<file path="config.mk">
export PLATFORM = sky130hd
export DESIGN_NAME = urb_register_bank
export DESIGN_NICKNAME = d
export VERILOG_FILES = /design/src/urb_pkg.sv /design/src/urb_register_bank.sv /design/src/urb_sync_tracker.sv
export SDC_FILE = /design/constraint.sdc
export NUM_CORES = 1
export LEC_CHECK = 0
export ABC_AREA = 1
export CAP_MARGIN = 10
export CORE_MARGIN = 4
export CORE_UTILIZATION = 60
export CTS_BUF_LIST = sky130_fd_sc_hd__clkbuf_16
export DETAILED_ROUTE_END_ITERATION = 6
export DONT_BUFFER_PORTS = 1
export HOLD_SLACK_MARGIN = 0.03
export PLACE_DENSITY = 0.82
export SLEW_MARGIN = 40
export SYNTH_ARGS = -nofsm -noshare
export SYNTH_HDL_FRONTEND = slang
export SYNTH_HIERARCHICAL = 1
export SYNTH_SLANG_ARGS = --single-unit
</file>
<file path="constraint.sdc">
create_clock -name clock -period 1.6 [get_ports clock]
set_input_delay 0.16 -clock clock [delete_from_list [all_inputs] [get_ports clock]]
set_output_delay 0.16 -clock clock [all_outputs]
set_load 0.05 [all_outputs]
</file>
<file path="src/urb_pkg.sv">
/*
 * Package of the serial unit register bank: byte offsets, field masks,
 * reset values, access sizes, the synchronisation delay and the carriers.
 * Assumes a byte-addressed bus whose data sit on the byte lanes of the
 * aligned 32-bit word that holds the addressed byte.
 */
package urb_pkg;

	// ------------------------------------------------------------------
	// Register byte offsets
	// ------------------------------------------------------------------
	localparam logic [5:0] OFF_CONTROL_A        = 6'h00;
	localparam logic [5:0] OFF_CONTROL_B        = 6'h04;
	localparam logic [5:0] OFF_BAUD_DIVISOR     = 6'h0C;
	localparam logic [5:0] OFF_IRDA_MIN_PULSE   = 6'h0E;
	localparam logic [5:0] OFF_IRQ_ENABLE_CLEAR = 6'h14;
	localparam logic [5:0] OFF_IRQ_ENABLE_SET   = 6'h16;
	localparam logic [5:0] OFF_IRQ_FLAGS        = 6'h18;
	localparam logic [5:0] OFF_LINE_STATUS      = 6'h1A;
	localparam logic [5:0] OFF_SYNC_PENDING     = 6'h1C;
	localparam logic [5:0] OFF_CHAR_DATA        = 6'h28;
	localparam logic [5:0] OFF_DEBUG_CONTROL    = 6'h30;

	// ------------------------------------------------------------------
	// Field masks and bit positions
	// ------------------------------------------------------------------
	localparam logic [31:0] CONTROL_A_MASK  = 32'h7FF3E19F;
	localparam logic [31:0] CONTROL_A_RESET = 32'h00000000;
	localparam logic [31:0] CONTROL_A_LIVE  = 32'h00000003;
	localparam int          SOFT_RESET_BIT  = 0;
	localparam int          ENABLE_BIT      = 1;
	localparam logic [31:0] CONTROL_B_MASK  = 32'h00032747;
	localparam logic [31:0] CONTROL_B_LIVE  = 32'h00030000;
	localparam logic [31:0] CONTROL_B_RESET = 32'h00000000;
	localparam logic [15:0] BAUD_RESET      = 16'h0000;
	localparam logic [7:0]  PULSE_RESET     = 8'h00;
	localparam logic [7:0]  IRQ_MASK        = 8'hBF;
	localparam logic [7:0]  STATUS_W1C_MASK = 8'h37;
	localparam int          CTS_BIT         = 3;
	localparam logic [8:0]  CHAR_RESET      = 9'h000;

	// Indices and number of the busy flags in sync_pending
	localparam int SYNC_SOFT_RESET = 0;
	localparam int SYNC_ENABLE     = 1;
	localparam int SYNC_CONTROL_B  = 2;
	localparam int SYNC_FLAGS      = 3;

	// ------------------------------------------------------------------
	// Access sizes and timing
	// ------------------------------------------------------------------
	localparam logic [1:0] SIZE_BYTE = 2'h0;
	localparam logic [1:0] SIZE_HALF = 2'h1;
	localparam logic [1:0] SIZE_WORD = 2'h2;
	localparam int         SYNC_TIME_NS   = 200;
	localparam int         CLOCK_NS       = 40;
	localparam int         SYNC_CYCLES    = (SYNC_TIME_NS + CLOCK_NS - 1)
		/ CLOCK_NS;

	// ------------------------------------------------------------------
	// Carriers
	// ------------------------------------------------------------------
	typedef struct packed {
		logic        sel;
		logic        write;
		logic [1:0]  size;
		logic [5:0]  addr;
		logic [31:0] wdata;
	} urb_bus_req_type;

	typedef struct packed {
		logic [31:0] control_a;
		logic [31:0] control_b;
		logic [15:0] baud_divisor;
		logic [7:0]  irda_min_pulse;
		logic        halt_on_debug;
	} urb_cfg_type;

endpackage

</file>
<file path="src/urb_register_bank.sv">
/*
 * Register bank of a serial unit run as a USART: control words, baud
 * divisor, infrared pulse length, interrupt enables and flags, status,
 * synchronisation busy, character data and debug control.
 * Assumes a one-cycle request port from the processor side and status
 * events from the serial engine, all on the same clock.
 */
// Contract
// - Byte, halfword and word accesses are taken whole; registers are 8/16/32 bits.
// - Every byte and halfword of a register is reachable at its own address.
// - Enable-protected registers ignore writes while the Control A enable bit is set.
// - Write-protected registers block writes while the access guard protects.
// - Synchronised writes take effect only after crossing to the core.
// - Control A resets to zero; enable-, write-protected and write-synchronised.
// - Busy flag rises at once, falls when done; repeat while busy errors.
// - Soft reset restores all but debug control and tx_char and disables; zero does nothing.
// - One to enable-set enables a source; one to enable-clear disables it.
// - Reserved bits of defined registers read back as zero.
`timescale 1ns/100ps

module urb_register_bank (
	input  wire logic                     clock,
	input  wire logic                     rst_b,
	input  wire urb_pkg::urb_bus_req_type bus_req,
	input  wire logic                     protect_on,
	input  wire logic [7:0]               irq_event,
	input  wire logic [7:0]               status_event,
	input  wire logic                     cts_level,
	input  wire logic [8:0]               rx_char,
	output logic      [31:0]              bus_rdata,
	output logic                          bus_error,
	output logic                          bus_done,
	output urb_pkg::urb_cfg_type          cfg,
	output logic                          unit_enabled,
	output logic                          irq_line,
	output logic      [8:0]               tx_char,
	output logic                          tx_char_valid,
	output logic                          rx_char_taken
);

	// ------------------------------------------------------------------
	// Helpers
	// ------------------------------------------------------------------
	// Byte lanes touched by an access; zero when misaligned
	function automatic logic [3:0] lanes(input logic [1:0] size,
		input logic [1:0] low);
		case (size)
			urb_pkg::SIZE_BYTE: lanes = 4'h1 << low;
			urb_pkg::SIZE_HALF: lanes = low[0] ? 4'h0 : (4'h3 << low);
			urb_pkg::SIZE_WORD: lanes = (low == 2'h0) ? 4'hF : 4'h0;
			default:            lanes = 4'h0;
		endcase
	endfunction

	// Merge written lanes into an old word
	function automatic logic [31:0] merge(input logic [31:0] old,
		input logic [31:0] wd, input logic [3:0] be);
		for (int i = 0; i < 4; i++) begin
			merge[8*i +: 8] = be[i] ? wd[8*i +: 8] : old[8*i +: 8];
		end
	endfunction

	// Word index of an offset
	function automatic logic [3:0] word(input logic [5:0] off);
		word = off[5:2];
	endfunction

	// ------------------------------------------------------------------
	// State
	// ------------------------------------------------------------------
	logic [31:0] control_a, next_control_a;
	logic [31:0] control_b, next_control_b;
	logic [15:0] baud_divisor, next_baud_divisor;
	logic [7:0]  irda_min_pulse, next_irda_min_pulse;
	logic [7:0]  irq_enable, next_irq_enable;
	logic [7:0]  irq_flags, next_irq_flags;
	logic [7:0]  line_status, next_line_status;
	logic        halt_on_debug, next_halt_on_debug;
	urb_pkg::urb_cfg_type next_cfg;
	logic        next_unit_enabled, next_bus_error, next_irq_line;
	logic        next_tx_char_valid, next_rx_char_taken;
	logic [31:0] next_bus_rdata, tmp;
	logic [8:0]  next_tx_char;
	logic [2:0]  sync_start, sync_busy, sync_done;
	logic [3:0]  be;
	urb_sync_tracker #(
		.FLAGS  (urb_pkg::SYNC_FLAGS),
		.CYCLES (urb_pkg::SYNC_CYCLES)
	) tracker (
		.clock (clock),
		.rst_b (rst_b),
		.start (sync_start),
		.busy  (sync_busy),
		.done  (sync_done)
	);

	// ------------------------------------------------------------------
	// Next-state logic
	// ------------------------------------------------------------------
	// Bus decode, register writes, hardware flag sets, sync completion
	always_comb begin
		be                  = lanes(bus_req.size, bus_req.addr[1:0]);
		tmp                 = '0;
		next_control_a      = control_a;
		next_control_b      = control_b;
		next_baud_divisor   = baud_divisor;
		next_irda_min_pulse = irda_min_pulse;
		next_irq_enable     = irq_enable;
		next_irq_flags      = irq_flags;
		next_line_status    = line_status;
		next_halt_on_debug  = halt_on_debug;
		next_cfg            = cfg;
		next_unit_enabled   = unit_enabled;
		next_bus_rdata      = '0;
		next_bus_error      = 1'b0;
		next_tx_char        = tx_char;
		next_tx_char_valid  = 1'b0;
		next_rx_char_taken  = 1'b0;
		sync_start          = '0;
		if (bus_req.sel && be == 4'h0) begin
			next_bus_error = 1'b1;
		end else if (bus_req.sel && bus_req.write) begin
			case (bus_req.addr[5:2])
				word(urb_pkg::OFF_CONTROL_A): begin
					if (protect_on) begin
						next_bus_error = 1'b1;
					end else if (be[0] && (sync_busy[urb_pkg::SYNC_SOFT_RESET]
						|| sync_busy[urb_pkg::SYNC_ENABLE])) begin
						next_bus_error = 1'b1;
					end else begin
						tmp = merge(control_a, bus_req.wdata, be);
						if (control_a[urb_pkg::ENABLE_BIT]) begin
							tmp = (control_a & ~urb_pkg::CONTROL_A_LIVE)
								| (tmp & urb_pkg::CONTROL_A_LIVE);
						end
						next_control_a = tmp & urb_pkg::CONTROL_A_MASK;
						next_control_a[urb_pkg::SOFT_RESET_BIT] =
							control_a[urb_pkg::SOFT_RESET_BIT]
							| tmp[urb_pkg::SOFT_RESET_BIT];
						if (be[0]) begin
							sync_start[urb_pkg::SYNC_ENABLE] = 1'b1;
							sync_start[urb_pkg::SYNC_SOFT_RESET] =
								tmp[urb_pkg::SOFT_RESET_BIT];
						end
					end
				end
				word(urb_pkg::OFF_CONTROL_B): begin
					if (protect_on) begin
						next_bus_error = 1'b1;
					end else if (be[2] && sync_busy[urb_pkg::SYNC_CONTROL_B]) begin
						next_bus_error = 1'b1;
					end else begin
						tmp = merge(control_b, bus_req.wdata, be);
						if (control_a[urb_pkg::ENABLE_BIT]) begin
							tmp = (control_b & ~urb_pkg::CONTROL_B_LIVE)
								| (tmp & urb_pkg::CONTROL_B_LIVE);
						end
						next_control_b = tmp & urb_pkg::CONTROL_B_MASK;
						sync_start[urb_pkg::SYNC_CONTROL_B] = be[2];
					end
				end
				word(urb_pkg::OFF_BAUD_DIVISOR): begin
					if (protect_on) begin
						next_bus_error = 1'b1;
					end else if (!control_a[urb_pkg::ENABLE_BIT]) begin
						tmp = merge({8'h00, irda_min_pulse, baud_divisor},
							bus_req.wdata, be);
						next_baud_divisor   = tmp[15:0];
						next_irda_min_pulse =
							tmp[8*urb_pkg::OFF_IRDA_MIN_PULSE[1:0] +: 8];
					end
				end
				word(urb_pkg::OFF_IRQ_ENABLE_CLEAR): begin
					if (be[urb_pkg::OFF_IRQ_ENABLE_CLEAR[1:0]])
						next_irq_enable = next_irq_enable
							& ~bus_req.wdata[7:0];
					if (be[urb_pkg::OFF_IRQ_ENABLE_SET[1:0]])
						next_irq_enable = (next_irq_enable
							| bus_req.wdata[23:16]) & urb_pkg::IRQ_MASK;
				end
				word(urb_pkg::OFF_IRQ_FLAGS): begin
					if (be[urb_pkg::OFF_IRQ_FLAGS[1:0]])
						next_irq_flags = irq_flags & ~bus_req.wdata[7:0];
					if (be[urb_pkg::OFF_LINE_STATUS[1:0]])
						next_line_status = line_status & ~(bus_req.wdata[23:16]
							& urb_pkg::STATUS_W1C_MASK);
				end
				word(urb_pkg::OFF_CHAR_DATA): begin
					if (be[0]) begin
						next_tx_char       = {be[1] & bus_req.wdata[8],
							bus_req.wdata[7:0]};
						next_tx_char_valid = 1'b1;
					end
				end
				word(urb_pkg::OFF_DEBUG_CONTROL): begin
					if (protect_on)
						next_bus_error = 1'b1;
					else if (be[0])
						next_halt_on_debug = bus_req.wdata[0];
				end
				default: ;
			endcase
		end else if (bus_req.sel) begin
			case (bus_req.addr[5:2])
				word(urb_pkg::OFF_CONTROL_A):
					next_bus_rdata = control_a;
				word(urb_pkg::OFF_CONTROL_B):
					next_bus_rdata = control_b;
				word(urb_pkg::OFF_BAUD_DIVISOR):
					next_bus_rdata = {8'h00, irda_min_pulse, baud_divisor};
				word(urb_pkg::OFF_IRQ_ENABLE_CLEAR):
					next_bus_rdata = {8'h00, irq_enable, 8'h00, irq_enable};
				word(urb_pkg::OFF_IRQ_FLAGS): begin
					tmp = {24'h000000, line_status};
					tmp[urb_pkg::CTS_BIT] = cts_level;
					next_bus_rdata = {tmp[15:0], 8'h00, irq_flags};
				end
				word(urb_pkg::OFF_SYNC_PENDING):
					next_bus_rdata = {29'h00000000, sync_busy};
				word(urb_pkg::OFF_CHAR_DATA): begin
					next_bus_rdata     = {23'h000000, rx_char};
					next_rx_char_taken = be[0];
				end
				word(urb_pkg::OFF_DEBUG_CONTROL):
					next_bus_rdata = {31'h00000000, halt_on_debug};
				default: next_bus_rdata = '0;
			endcase
			next_bus_rdata = next_bus_rdata & merge('0, 32'hFFFFFFFF, be);
		end
		// Hardware events set after software clears, so set wins
		next_irq_flags   = (next_irq_flags | irq_event) & urb_pkg::IRQ_MASK;
		next_line_status = (next_line_status | status_event)
			& urb_pkg::STATUS_W1C_MASK;
		// Synchronised values reach the core only when settled
		if (sync_done[urb_pkg::SYNC_ENABLE])
			next_unit_enabled = control_a[urb_pkg::ENABLE_BIT];
		if (sync_done[urb_pkg::SYNC_CONTROL_B])
			next_cfg.control_b = control_b;
		next_cfg.control_a      = control_a;
		next_cfg.baud_divisor   = baud_divisor;
		next_cfg.irda_min_pulse = irda_min_pulse;
		next_cfg.halt_on_debug  = halt_on_debug;
		if (sync_done[urb_pkg::SYNC_SOFT_RESET]) begin
			next_control_a      = urb_pkg::CONTROL_A_RESET;
			next_control_b      = urb_pkg::CONTROL_B_RESET;
			next_baud_divisor   = urb_pkg::BAUD_RESET;
			next_irda_min_pulse = urb_pkg::PULSE_RESET;
			next_irq_enable     = '0;
			next_irq_flags      = '0;
			next_line_status    = '0;
			next_unit_enabled   = 1'b0;
			next_cfg.control_b  = urb_pkg::CONTROL_B_RESET;
		end
		next_irq_line = |(next_irq_flags & next_irq_enable);
	end

	// Register stage
	always_ff @(posedge clock) begin
		if (!rst_b) begin
			control_a      <= urb_pkg::CONTROL_A_RESET;
			control_b      <= urb_pkg::CONTROL_B_RESET;
			baud_divisor   <= urb_pkg::BAUD_RESET;
			irda_min_pulse <= urb_pkg::PULSE_RESET;
			irq_enable     <= '0;
			irq_flags      <= '0;
			line_status    <= '0;
			halt_on_debug  <= 1'b0;
			cfg            <= '0;
			unit_enabled   <= 1'b0;
			bus_rdata      <= '0;
			bus_error      <= 1'b0;
			bus_done       <= 1'b0;
			irq_line       <= 1'b0;
			tx_char        <= urb_pkg::CHAR_RESET;
			tx_char_valid  <= 1'b0;
			rx_char_taken  <= 1'b0;
		end else begin
			control_a      <= next_control_a;
			control_b      <= next_control_b;
			baud_divisor   <= next_baud_divisor;
			irda_min_pulse <= next_irda_min_pulse;
			irq_enable     <= next_irq_enable;
			irq_flags      <= next_irq_flags;
			line_status    <= next_line_status;
			halt_on_debug  <= next_halt_on_debug;
			cfg            <= next_cfg;
			unit_enabled   <= next_unit_enabled;
			bus_rdata      <= next_bus_rdata;
			bus_error      <= next_bus_error;
			bus_done       <= bus_req.sel;
			irq_line       <= next_irq_line;
			tx_char        <= next_tx_char;
			tx_char_valid  <= next_tx_char_valid;
			rx_char_taken  <= next_rx_char_taken;
		end
	end

endmodule

</file>
<file path="src/urb_sync_tracker.sv">
/*
 * Tracks each synchronised operation: its busy flag rises the cycle after
 * the start pulse and falls after a fixed settling time, with a one-cycle
 * done pulse. Assumes start pulses come only while the flag is clear.
 */
`timescale 1ns/100ps

module urb_sync_tracker #(
	parameter int FLAGS  = urb_pkg::SYNC_FLAGS,
	parameter int CYCLES = urb_pkg::SYNC_CYCLES
) (
	input  wire logic             clock,
	input  wire logic             rst_b,
	input  wire logic [FLAGS-1:0] start,
	output logic      [FLAGS-1:0] busy,
	output logic      [FLAGS-1:0] done
);

	localparam int CW = $clog2(CYCLES + 1);
	localparam logic [CW-1:0] LAST = CW'(CYCLES - 1);

	logic [CW-1:0]    count      [FLAGS];
	logic [CW-1:0]    next_count [FLAGS];
	logic [FLAGS-1:0] next_busy;
	logic [FLAGS-1:0] next_done;

	// ------------------------------------------------------------------
	// Settling counters
	// ------------------------------------------------------------------
	always_comb begin
		for (int i = 0; i < FLAGS; i++) begin
			next_count[i] = count[i];
			next_busy[i]  = busy[i];
			next_done[i]  = 1'b0;
			if (start[i]) begin
				next_busy[i]  = 1'b1;
				next_count[i] = '0;
			end else if (busy[i]) begin
				if (count[i] == LAST) begin
					next_busy[i] = 1'b0;
					next_done[i] = 1'b1;
				end else begin
					next_count[i] = count[i] + CW'(1);
				end
			end
		end
	end

	// Register stage
	always_ff @(posedge clock) begin
		for (int i = 0; i < FLAGS; i++) begin
			count[i] <= rst_b ? next_count[i] : '0;
		end
		busy <= rst_b ? next_busy : '0;
		done <= rst_b ? next_done : '0;
	end

endmodule
</file>
==> results of run 1 <==
==> cell families after synthesis <==
| family | synth area share, % |
|---|---|
| AND/OR/NAND/NOR | 21.2 |
| flip-flops | 50.2 |
| adder cells (fa/ha/maj) | 0.955 |
| other | 0.0477 |
| buffers and inverters | 13.1 |
| AO/OA/AOI/OAI | 14.6 |
==> worst paths after layout <==
| kind | endpoint | slack [ns] | depth (start not counted) |
|---|---|---|---|
| setup / recovery | tx_char[8]$_SDFFE_PN0P_ | -0.008 | 8 |
| hold / removal | cfg[57]$_SDFF_PN0_ | 0.06 | 3 |
| setup reg to reg | control_a[15]$_SDFFE_PP0P_ | 0.07 | 6 |
| hold reg to reg | cfg[21]$_SDFF_PN0_ | 0.42 | 2 |
==> final cells by class <==
class / instances / share of cell area (%)
Sequential cell: 197 / 41.1
Tap cell: 172 / 2.24
Multi-Input combinational cell: 627 / 31.5
Clock buffer: 17 / 4.44
Timing Repair Buffer: 129 / 12.1
Clock inverter: 15 / 1.85
Inverter: 170 / 6.69
==> placed cells by master, fill, tap and decap left out, types with 9 or more instances in the layout <==
master and instances:
a21oi_1 99, buf_4 67, clkbuf_16 17, conb_1 32, dfxtp_1 197, dlygate4sd3_1 58
inv_1 155, nand2_1 181, nand2_2 10, nand3_1 43, nand4_1 18, nor2_1 84
nor2_2 9, nor3_1 15, o21ai_0 77
==> critical path: cells and delay by family <==
| family | cells | cell delay [ns] |
|---|---|---|
| buf+inv | 4 | 1.02 |
| compound gates | 2 | 0.43 |
| simple gates | 2 | 0.30 |
==> registers in the layout (all words and copies together), names as in the netlist <==
| register | cells |
|---|---|
| bus_error | 1 |
| irq_flags | 7 |
| irq_line | 1 |
| tracker/busy | 3 |
| unit_enabled | 1 |
| bus_rdata | 31 |
| rx_char_taken | 1 |
| irq_enable | 8 |
| cfg | 58 |
| tx_char_valid | 1 |
| halt_on_debug | 1 |
| control_b | 10 |
| tracker/done | 3 |
| line_status | 5 |
| bus_done | 1 |
| baud_divisor | 16 |
| control_a | 23 |
| tracker/count | 9 |
| irda_min_pulse | 8 |
| tx_char | 9 |
==> power by group through the flow <==
stage          registers, mW  logic (mW)  clock network (mW)
2_1_floorplan           5.09       0.512                   0
3_3_place_gp            5.09       0.576                   0
3_5_place_dp            5.10       0.581                   0
4_1_cts                 4.98       0.752                4.40
5_1_grt                 4.99       0.830                4.62
6_report                4.98       0.780                4.39
==> per-layer routing <==
layer	GRT usage, %	vias to the layer above
li1	-	3454
met1	37.8	3316
met2	51.3	510
met3	9.08	138
met4	19.1	0
met5	0	-
==> timing repair <==
action,CTS,global route
buffers inserted,0,3
resized for setup,0,10
hold endpoints to repair,147,0
setup endpoints to repair,0,15
hold buffers,59,0
==> impl_summary.md, run 1 <==
Synth
The share of the synthesized area in the top cell type is 50.2%. Counting flops and latches in the post-synthesis netlist gives 197. The number of distinct library cells after synthesis is 34. The fraction of the yosys area taken by sequential cells is 50.2%.

The predominant post-synthesis flop cell is dfxtp_1. In the synthesized netlist the async set-or-reset flop fraction comes to 0%. After technology mapping, the gate count stands at 1027. In this run the mean area of a mapped cell was 7.66 µm². After synthesis, the most frequently instantiated cells are 197 x dfxtp_1, 183 x nand2_1, 157 x inv_1. By instance count, the leading cell after synthesis is dfxtp_1. The synthesized design contains 0 enable-type register cells.

Ranked by total cell area, the synthesized netlist is headed by dfxtp_1 50%, nand2_1 8.7%, inv_1 7.5%. Summing every instance area after synthesis gives 7860 µm². The leading area contributor after synthesis is dfxtp_1.

The yosys synthesis warning count is 6.

Floorplan
The number of placed I/O pins is 207. The floorplan step set the die width to 122 µm. The core area is 12700 µm². The total number of placement rows is 41. The die covers 15000 µm². The initial utilization of the core area, before any placement, comes to 61.8%.

The height of the die is 122 µm.

Power and ir drop
The total power after layout is 10.2 mW. The net switching power figure is 2.50 mW. Internal power comes to 7.66 mW.

The fraction of power spent switching nets is 24.6%. Across the VDD grid, the largest voltage drop is 0.000575 V. In this run, the combinational gates consume 7.7% of the power. In this run the power density over the cells is 1060 nW/µm². The leakage power is 4.32 nW. Per report_power, the sequential group accounts for 49.1% of the total. The share of power burned in the clock network is 43.2%.

Clocking
CTS saw 197 sinks. The TritonCTS clock tree is yes. Clock latency on the worst-skew pair, taken at its later pin, is 0.44 ns. CTS placed an instance of clkbuf_16 at the clock tree root. The maximum level of the CTS H-tree is 4. The maximum count of clock buffers along a single path is 2. TritonCTS created 17 clock buffers. The clock transition at the registers of the reported paths is 0.07 ns.

Critical path
Tracing the worst setup path back leads to its startpoint at bus_req[36]. Data on the critical path is required at its endpoint by 1.91 ns. STA classifies the critical path startpoint as an input pin.

The slowest cell on the critical path is dlygate4sd3_1. The data arrival time at the worst-slack endpoint is 1.92 ns. The startpoint identified for the worst register-to-register timing path is tracker/busy[1]$_SDFF_PN0_. The classification of the worst setup path is input pin to register. On the worst path, the slowest cell contributes a delay of 0.56 ns. The critical path goes through dlygate4sd3_1 -> inv_1 -> nand3_1 -> inv_1 -> nand2_1 -> clkinvlp_4 -> o21ai_0 -> a21oi_1. In this run the worst path has a maximum fanout of 16. STA classifies the critical path endpoint as a register. The most numerous cell type found on the critical path is inv_1.

Place
After detailed placement, the total cell area comes to 8330 µm². At the end of routability-driven placement, the weighted congestion stood at 0.957. The detailed-placement wirelength estimate is 15.9 mm.

Buffers placed on the I/O ports in this run total 0. The cell total after placement is 1233. The setup slack after placement is 0.0657 ns.

Route
The routed length on met1 is 8.65 mm. The average vias per placed instance is 5.59. The top routing layer in use is met4. After detailed routing, the number of remaining DRC violations is 0. The first detailed-routing pass ran for 6 iterations. After detailed routing, the total wire length is 23.7 mm. In the final routed layout, each cell accounts on average for 17.8 µm. For this block, the via count after detailed routing is 7418. In the detailed route, the total length drawn on met2 is 10.9 mm. The number of nets still failing antenna checks after routing is 0.

Summed over all nets, wire length on met3 after detailed routing comes to 2.71 mm. After the first detailed-routing iteration, the DRC count stood at 1013.

Layout
The net count reported at finish is 1219. The sequential cells in the finished layout cover a total of 3940 µm². The post-route netlist has 12.6% of its cells at a drive strength greater than 1. The filler cell count in the final layout is 882.

With fillers left out, the area of the finished cells amounts to 9590 µm². The layout overhead on the synthesized area is 21.9%. The number of cells in the finished layout apart from fillers is 1327. Summing all multi-input logic gate instances after layout gives 3020 µm².

The count of inserted antenna diode cells is 0. Measured on the finished design, the core utilization comes to 75.4%.

Status
The flow ran to the end, but the final reports show violations. The final reports fail on setup timing.

Min path
The worst min-delay path startpoint is rst_b. The classification of the worst-slack hold path is input pin to register.

STA
The maximum clock frequency is 622 MHz. At the pin with the least slew margin, the transition time is 0.559 ns. Setup repair after global routing left no endpoint under its margin. The worst setup slack after layout is -0.00794 ns. The final critical path takes up 100% of the cycle. The worst hold margin is 0.0568 ns. The max-slew violation total from the final report is 0. The count of final setup violators is 1. The minimum clock period is 1.61 ns. Headroom to the max-slew limit came out at 62.7%. The final count of hold timing violations is 0. The setup total negative slack is -0.00794 ns.

The post-route clock skew is 0.00983 ns.

Global routing
The first-pass GRT wire length is 36.7 mm. Global routing consumed, over all layers together, 31.9% of the routing resources. The initial antenna violation count came to 0. Global routing finished with a remaining overflow of 0. The number of global-route vias before repair was 7148.

The largest net degree at the start of global routing is 61.

Flow run
The tool flagged a number of max-cap violations equal to 0.
Note: power is estimated with default switching activity, not from simulation.
==> inputs of run 2 (changes only) <==
--- a/config.mk
+++ b/config.mk
@@ -8,12 +8,12 @@
 export ABC_AREA = 1
 export CAP_MARGIN = 10
 export CORE_MARGIN = 4
-export CORE_UTILIZATION = 60
+export CORE_UTILIZATION = 57
 export CTS_BUF_LIST = sky130_fd_sc_hd__clkbuf_16
 export DETAILED_ROUTE_END_ITERATION = 6
 export DONT_BUFFER_PORTS = 1
 export HOLD_SLACK_MARGIN = 0.03
-export PLACE_DENSITY = 0.82
+export PLACE_DENSITY = 0.81
 export SLEW_MARGIN = 40
 export SYNTH_ARGS = -nofsm -noshare
 export SYNTH_HDL_FRONTEND = slang
==> constraint.sdc (replaced) <==
create_clock -name clock -period 1.4 [get_ports clock]
set_input_delay 0.14 -clock clock [delete_from_list [all_inputs] [get_ports clock]]
set_output_delay 0.14 -clock clock [all_outputs]
set_load 0.05 [all_outputs]
==> run 2 against run 1 <==
The flow now finishes without violations. First-iteration DRC count fell by 15%. Die area increased by 4.9%. Non-clock buffer count up 18. Setup slack gained 0.0089 ns. Via count barely moved. Clock skew barely moved. Count of clock-buffer cells in the layout stayed put. Final cell count grew 1.8%. Wire length up 0.21%. Register-to-register slack got worse by 0.07 ns. Critical path type is now register to register.
==> impl_summary.md, run 2 (synthesis results as in run 1) <==
Critical path
The worst reg2reg path startpoint is tracker/busy[0]$_SDFF_PN0_ (was tracker/busy[1]$_SDFF_PN0_). The worst reg2reg path endpoint is control_a[14]$_SDFFE_PP0P_ (was control_a[15]$_SDFFE_PP0P_). The kind of end point of the critical path is a register (unchanged). The start point of the critical path is tracker/busy[0]$_SDFF_PN0_ (was bus_req[36]).

The capturing element of the worst setup path is control_a[14]$_SDFFE_PP0P_ (was tx_char[8]$_SDFFE_PN0P_). The required arrival time at the worst endpoint is 1.76 ns (was 1.91 ns). Cell-by-cell trace of the critical path: o21ai_2 -> nand4_2 -> inv_2 -> nand2_2 -> buf_4 -> a21oi_1 (was dlygate4sd3_1 -> inv_1 -> nand3_1 -> inv_1 -> nand2_1 -> clkinvlp_4 -> o21ai_0 -> a21oi_1). The depth of the most critical reg-to-reg path came to 6 (unchanged).

The slowest cell on the critical path was dfxtp_1 (was dlygate4sd3_1). The data arrival time at the worst-slack endpoint is 1.76 ns (was 1.92 ns). The worst-case register-to-register setup slack is 0.001 ns (was 0.07 ns). The classification of the worst setup path was register to register (was input pin to register). The highest fanout seen on the critical path came to 7 (was 16).

The kind of start point of the critical path is a register (was input pin). The delay of the slowest cell on the worst path was 0.33 ns (was 0.56 ns).

Route
The number of DRC markers after the initial detailed-route iteration is 866 (was 1013). The wire length per cell is 17.6 µm (was 17.8 µm). The number of nets still failing antenna checks after routing is 0 (unchanged). The routed wire length came to 23.7 mm (about the same). The average vias per placed instance came to 5.49 (was 5.59).

The number of detailed-route iterations in the first pass was 5 (was 6). The final routed DRC violation total is 0 (unchanged). The total number of vias is 7423 (was 7418).

Power and ir drop
The power density over cell area is 1170 nW/µm² (was 1060 nW/µm²). The highest ir drop seen on vdd is 0.000794 V (was 0.000575 V). The total power after layout is 11.4 mW (was 10.2 mW).

The leakage power is 4.45 nW (was 4.32 nW).

Clocking
The number of clock sinks is 197 (unchanged). The clock transition at the registers of the reported paths is 0.07 ns (about the same). The number of clock buffers inserted by TritonCTS is 17 (unchanged).

The root cell of the clock tree was clkbuf_16 (unchanged). The TritonCTS clock tree is yes (unchanged). The maximum count of clock buffers along a single path was 2 (unchanged).

The maximum level of the CTS H-tree came to 4 (unchanged). The source-to-sink clock delay at the later pin of the worst-skew pair is 0.43 ns (was 0.44 ns).

STA
The post-route clock skew came to 0.00951 ns (was 0.00983 ns). Unrepaired setup endpoints after global routing: true (was false). The minimum clock period is 1.40 ns. Based on the critical path, the design can be clocked at up to 715 MHz.

The worst hold margin is 0.0448 ns (was 0.0568 ns). The final count of hold timing violations is 0 (unchanged). The setup total negative slack was 0 ns (was -0.00794 ns). The final critical path takes up 99.9% of the cycle. The tightest slew margin relative to the limit is 60.7% (was 62.7%). The transition time at the pin with the least slew margin was 0.589 ns (was 0.559 ns). The count of final setup violators is 0 (was 1). The max-slew violation total from the final report is 0 (unchanged).

Layout
Top library cells by usage in the layout, fill and taps aside: 197 x dfxtp_1, 178 x nand2_1, 156 x inv_1 (was 197 x dfxtp_1, 181 x nand2_1, 155 x inv_1). The most common library cell in the layout ignoring fill and taps is dfxtp_1 (unchanged). The footprint of the multi-input gates was 3060 µm² (was 3020 µm²). The filler cell count in the final layout came to 978 (was 882). The share of the core filled with cells is 72.8% (was 75.4%). The register area is 3940 µm² (unchanged).

Largest registers: cfg (58), bus_rdata (31), control_a (23) (unchanged). The flip-flop count of the largest register, all copies and words added is 58 (unchanged). The proportion of layout cells with a drive suffix above 1 is 14.8% (was 12.6%). The number of cells in the finished layout apart from fillers is 1351 (was 1327). The register bank with the most flops is cfg (unchanged).

The net count reported at finish is 1238 (was 1219). The layout overhead on the synthesized area is 24.0% (was 21.9%).

Floorplan
The die span in x was 125 µm (was 122 µm). The total number of placement rows is 42 (was 41). The height of the die is 125 µm (was 122 µm). The floorplan die area is 15700 µm² (was 15000 µm²).

The initial core utilization is 58.7% (was 61.8%). The core area is 13400 µm² (was 12700 µm²). The number of placed I/O pins came to 207 (unchanged).

Place
The port buffer count is 0 (unchanged). The cell total after placement is 1260 (was 1233). The weighted congestion reported at the end of routability-driven placement is 0.964 (was 0.957). The detailed-placement wirelength estimate is 16.8 mm (was 15.9 mm).

Global routing
The largest net degree at the start of global routing is 62 (was 61). The remaining global-route overflow is 0 (unchanged). The number of global-route vias before repair came to 7252 (was 7148). The initial antenna violation count was 1 (was 0). The total global routing track utilization came to 29.5% (was 31.9%).

The first-pass GRT wire length is 37.3 mm (was 36.7 mm).

Status
Status: finished, final reports clean (was finished, violations left).

Flow run
The max-cap violation count was 0 (unchanged).

Min path
The number of cells traversed by the worst hold path is 3 (unchanged). The classification of the worst-slack hold path is input pin to register (unchanged).
run 2: cell types whose count changed in the layout (fill, tap and decap cells not counted), sizes merged:
| cell | change |
|---|---|
| buf | +21 |
| bufinv | -2 |
| clkinv | -1 |
| clkinvlp | -1 |
| diode | +1 |
| dlygate4sd3 | -3 |
| inv | +5 |
run 2: power breakdown:
| part | switching [mW] | internal (mW) |
|---|---|---|
| clock network | 2.24 | 2.51 |
| registers | 0.0523 | 5.64 |
| logic | 0.623 | 0.306 |
run 2: routing by layer:
| layer | track usage [%] | part of all wire (%) | up-vias | wire length [µm] |
|---|---|---|---|---|
| met5 | 0 | 0 | - | 0 |
| met4 | 12.6 | 3.6 | 0 | 856 |
| met3 | 8.02 | 9.8 | 66 | 2330 |
| met2 | 47.5 | 47 | 453 | 11200 |
| met1 | 37.2 | 39 | 3406 | 9370 |
| li1 | - | - | 3498 | - |
run 2: timing repair:
item	in CTS	in global routing
hold buffers	56	0
resized for setup	5	19
buffers inserted	0	1
hold endpoints to repair	148	0
cloned	0	1
endpoints found under the setup margin	13	37
pin swaps	0	3
run 2: worst min-delay path by stage:
stage | endpoint | startpoint
6_report | cfg[10]$_SDFF_PN0_ | rst_b
2_1_floorplan | bus_done$_SDFF_PN0_ | bus_req[41]
4_1_cts | rx_char_taken$_SDFF_PP0_ | bus_req[32]
3_3_place_gp | cfg[58]$_SDFF_PN0_ | rst_b
3_5_place_dp | cfg[57]$_SDFF_PN0_ | rst_b
5_1_grt | rx_char_taken$_SDFF_PP0_ | bus_req[32]
run 2: cell type report:
class,count,area share (%)
multi-input combinational,627,31.4
antenna,1,0.0257
clock buffer,17,4.36
sequential,197,40.4
timing repair inverter,1,0.0770
inverter,170,6.58
clock inverter,15,1.50
timing repair buffer,147,13.4
tap,176,2.26
run 2: metrics by stage:
step	cell area [µm²]	setup WS, ns
2_1_floorplan	7980	0.000810
3_3_place_gp	8520	-0.0873
3_5_place_dp	8520	-0.163
4_1_cts	9690	0.0221
5_1_grt	9750	-0.0249
6_report	9750	0.000963
run 2: critical path, delay by kind of cell (launching register included):
kind                   cells  cell delay, ns
AO/OA/AOI/OAI              2            0.35
flip-flops                 1            0.33
AND/OR/NAND/NOR            2            0.32
buffers and inverters      2            0.33
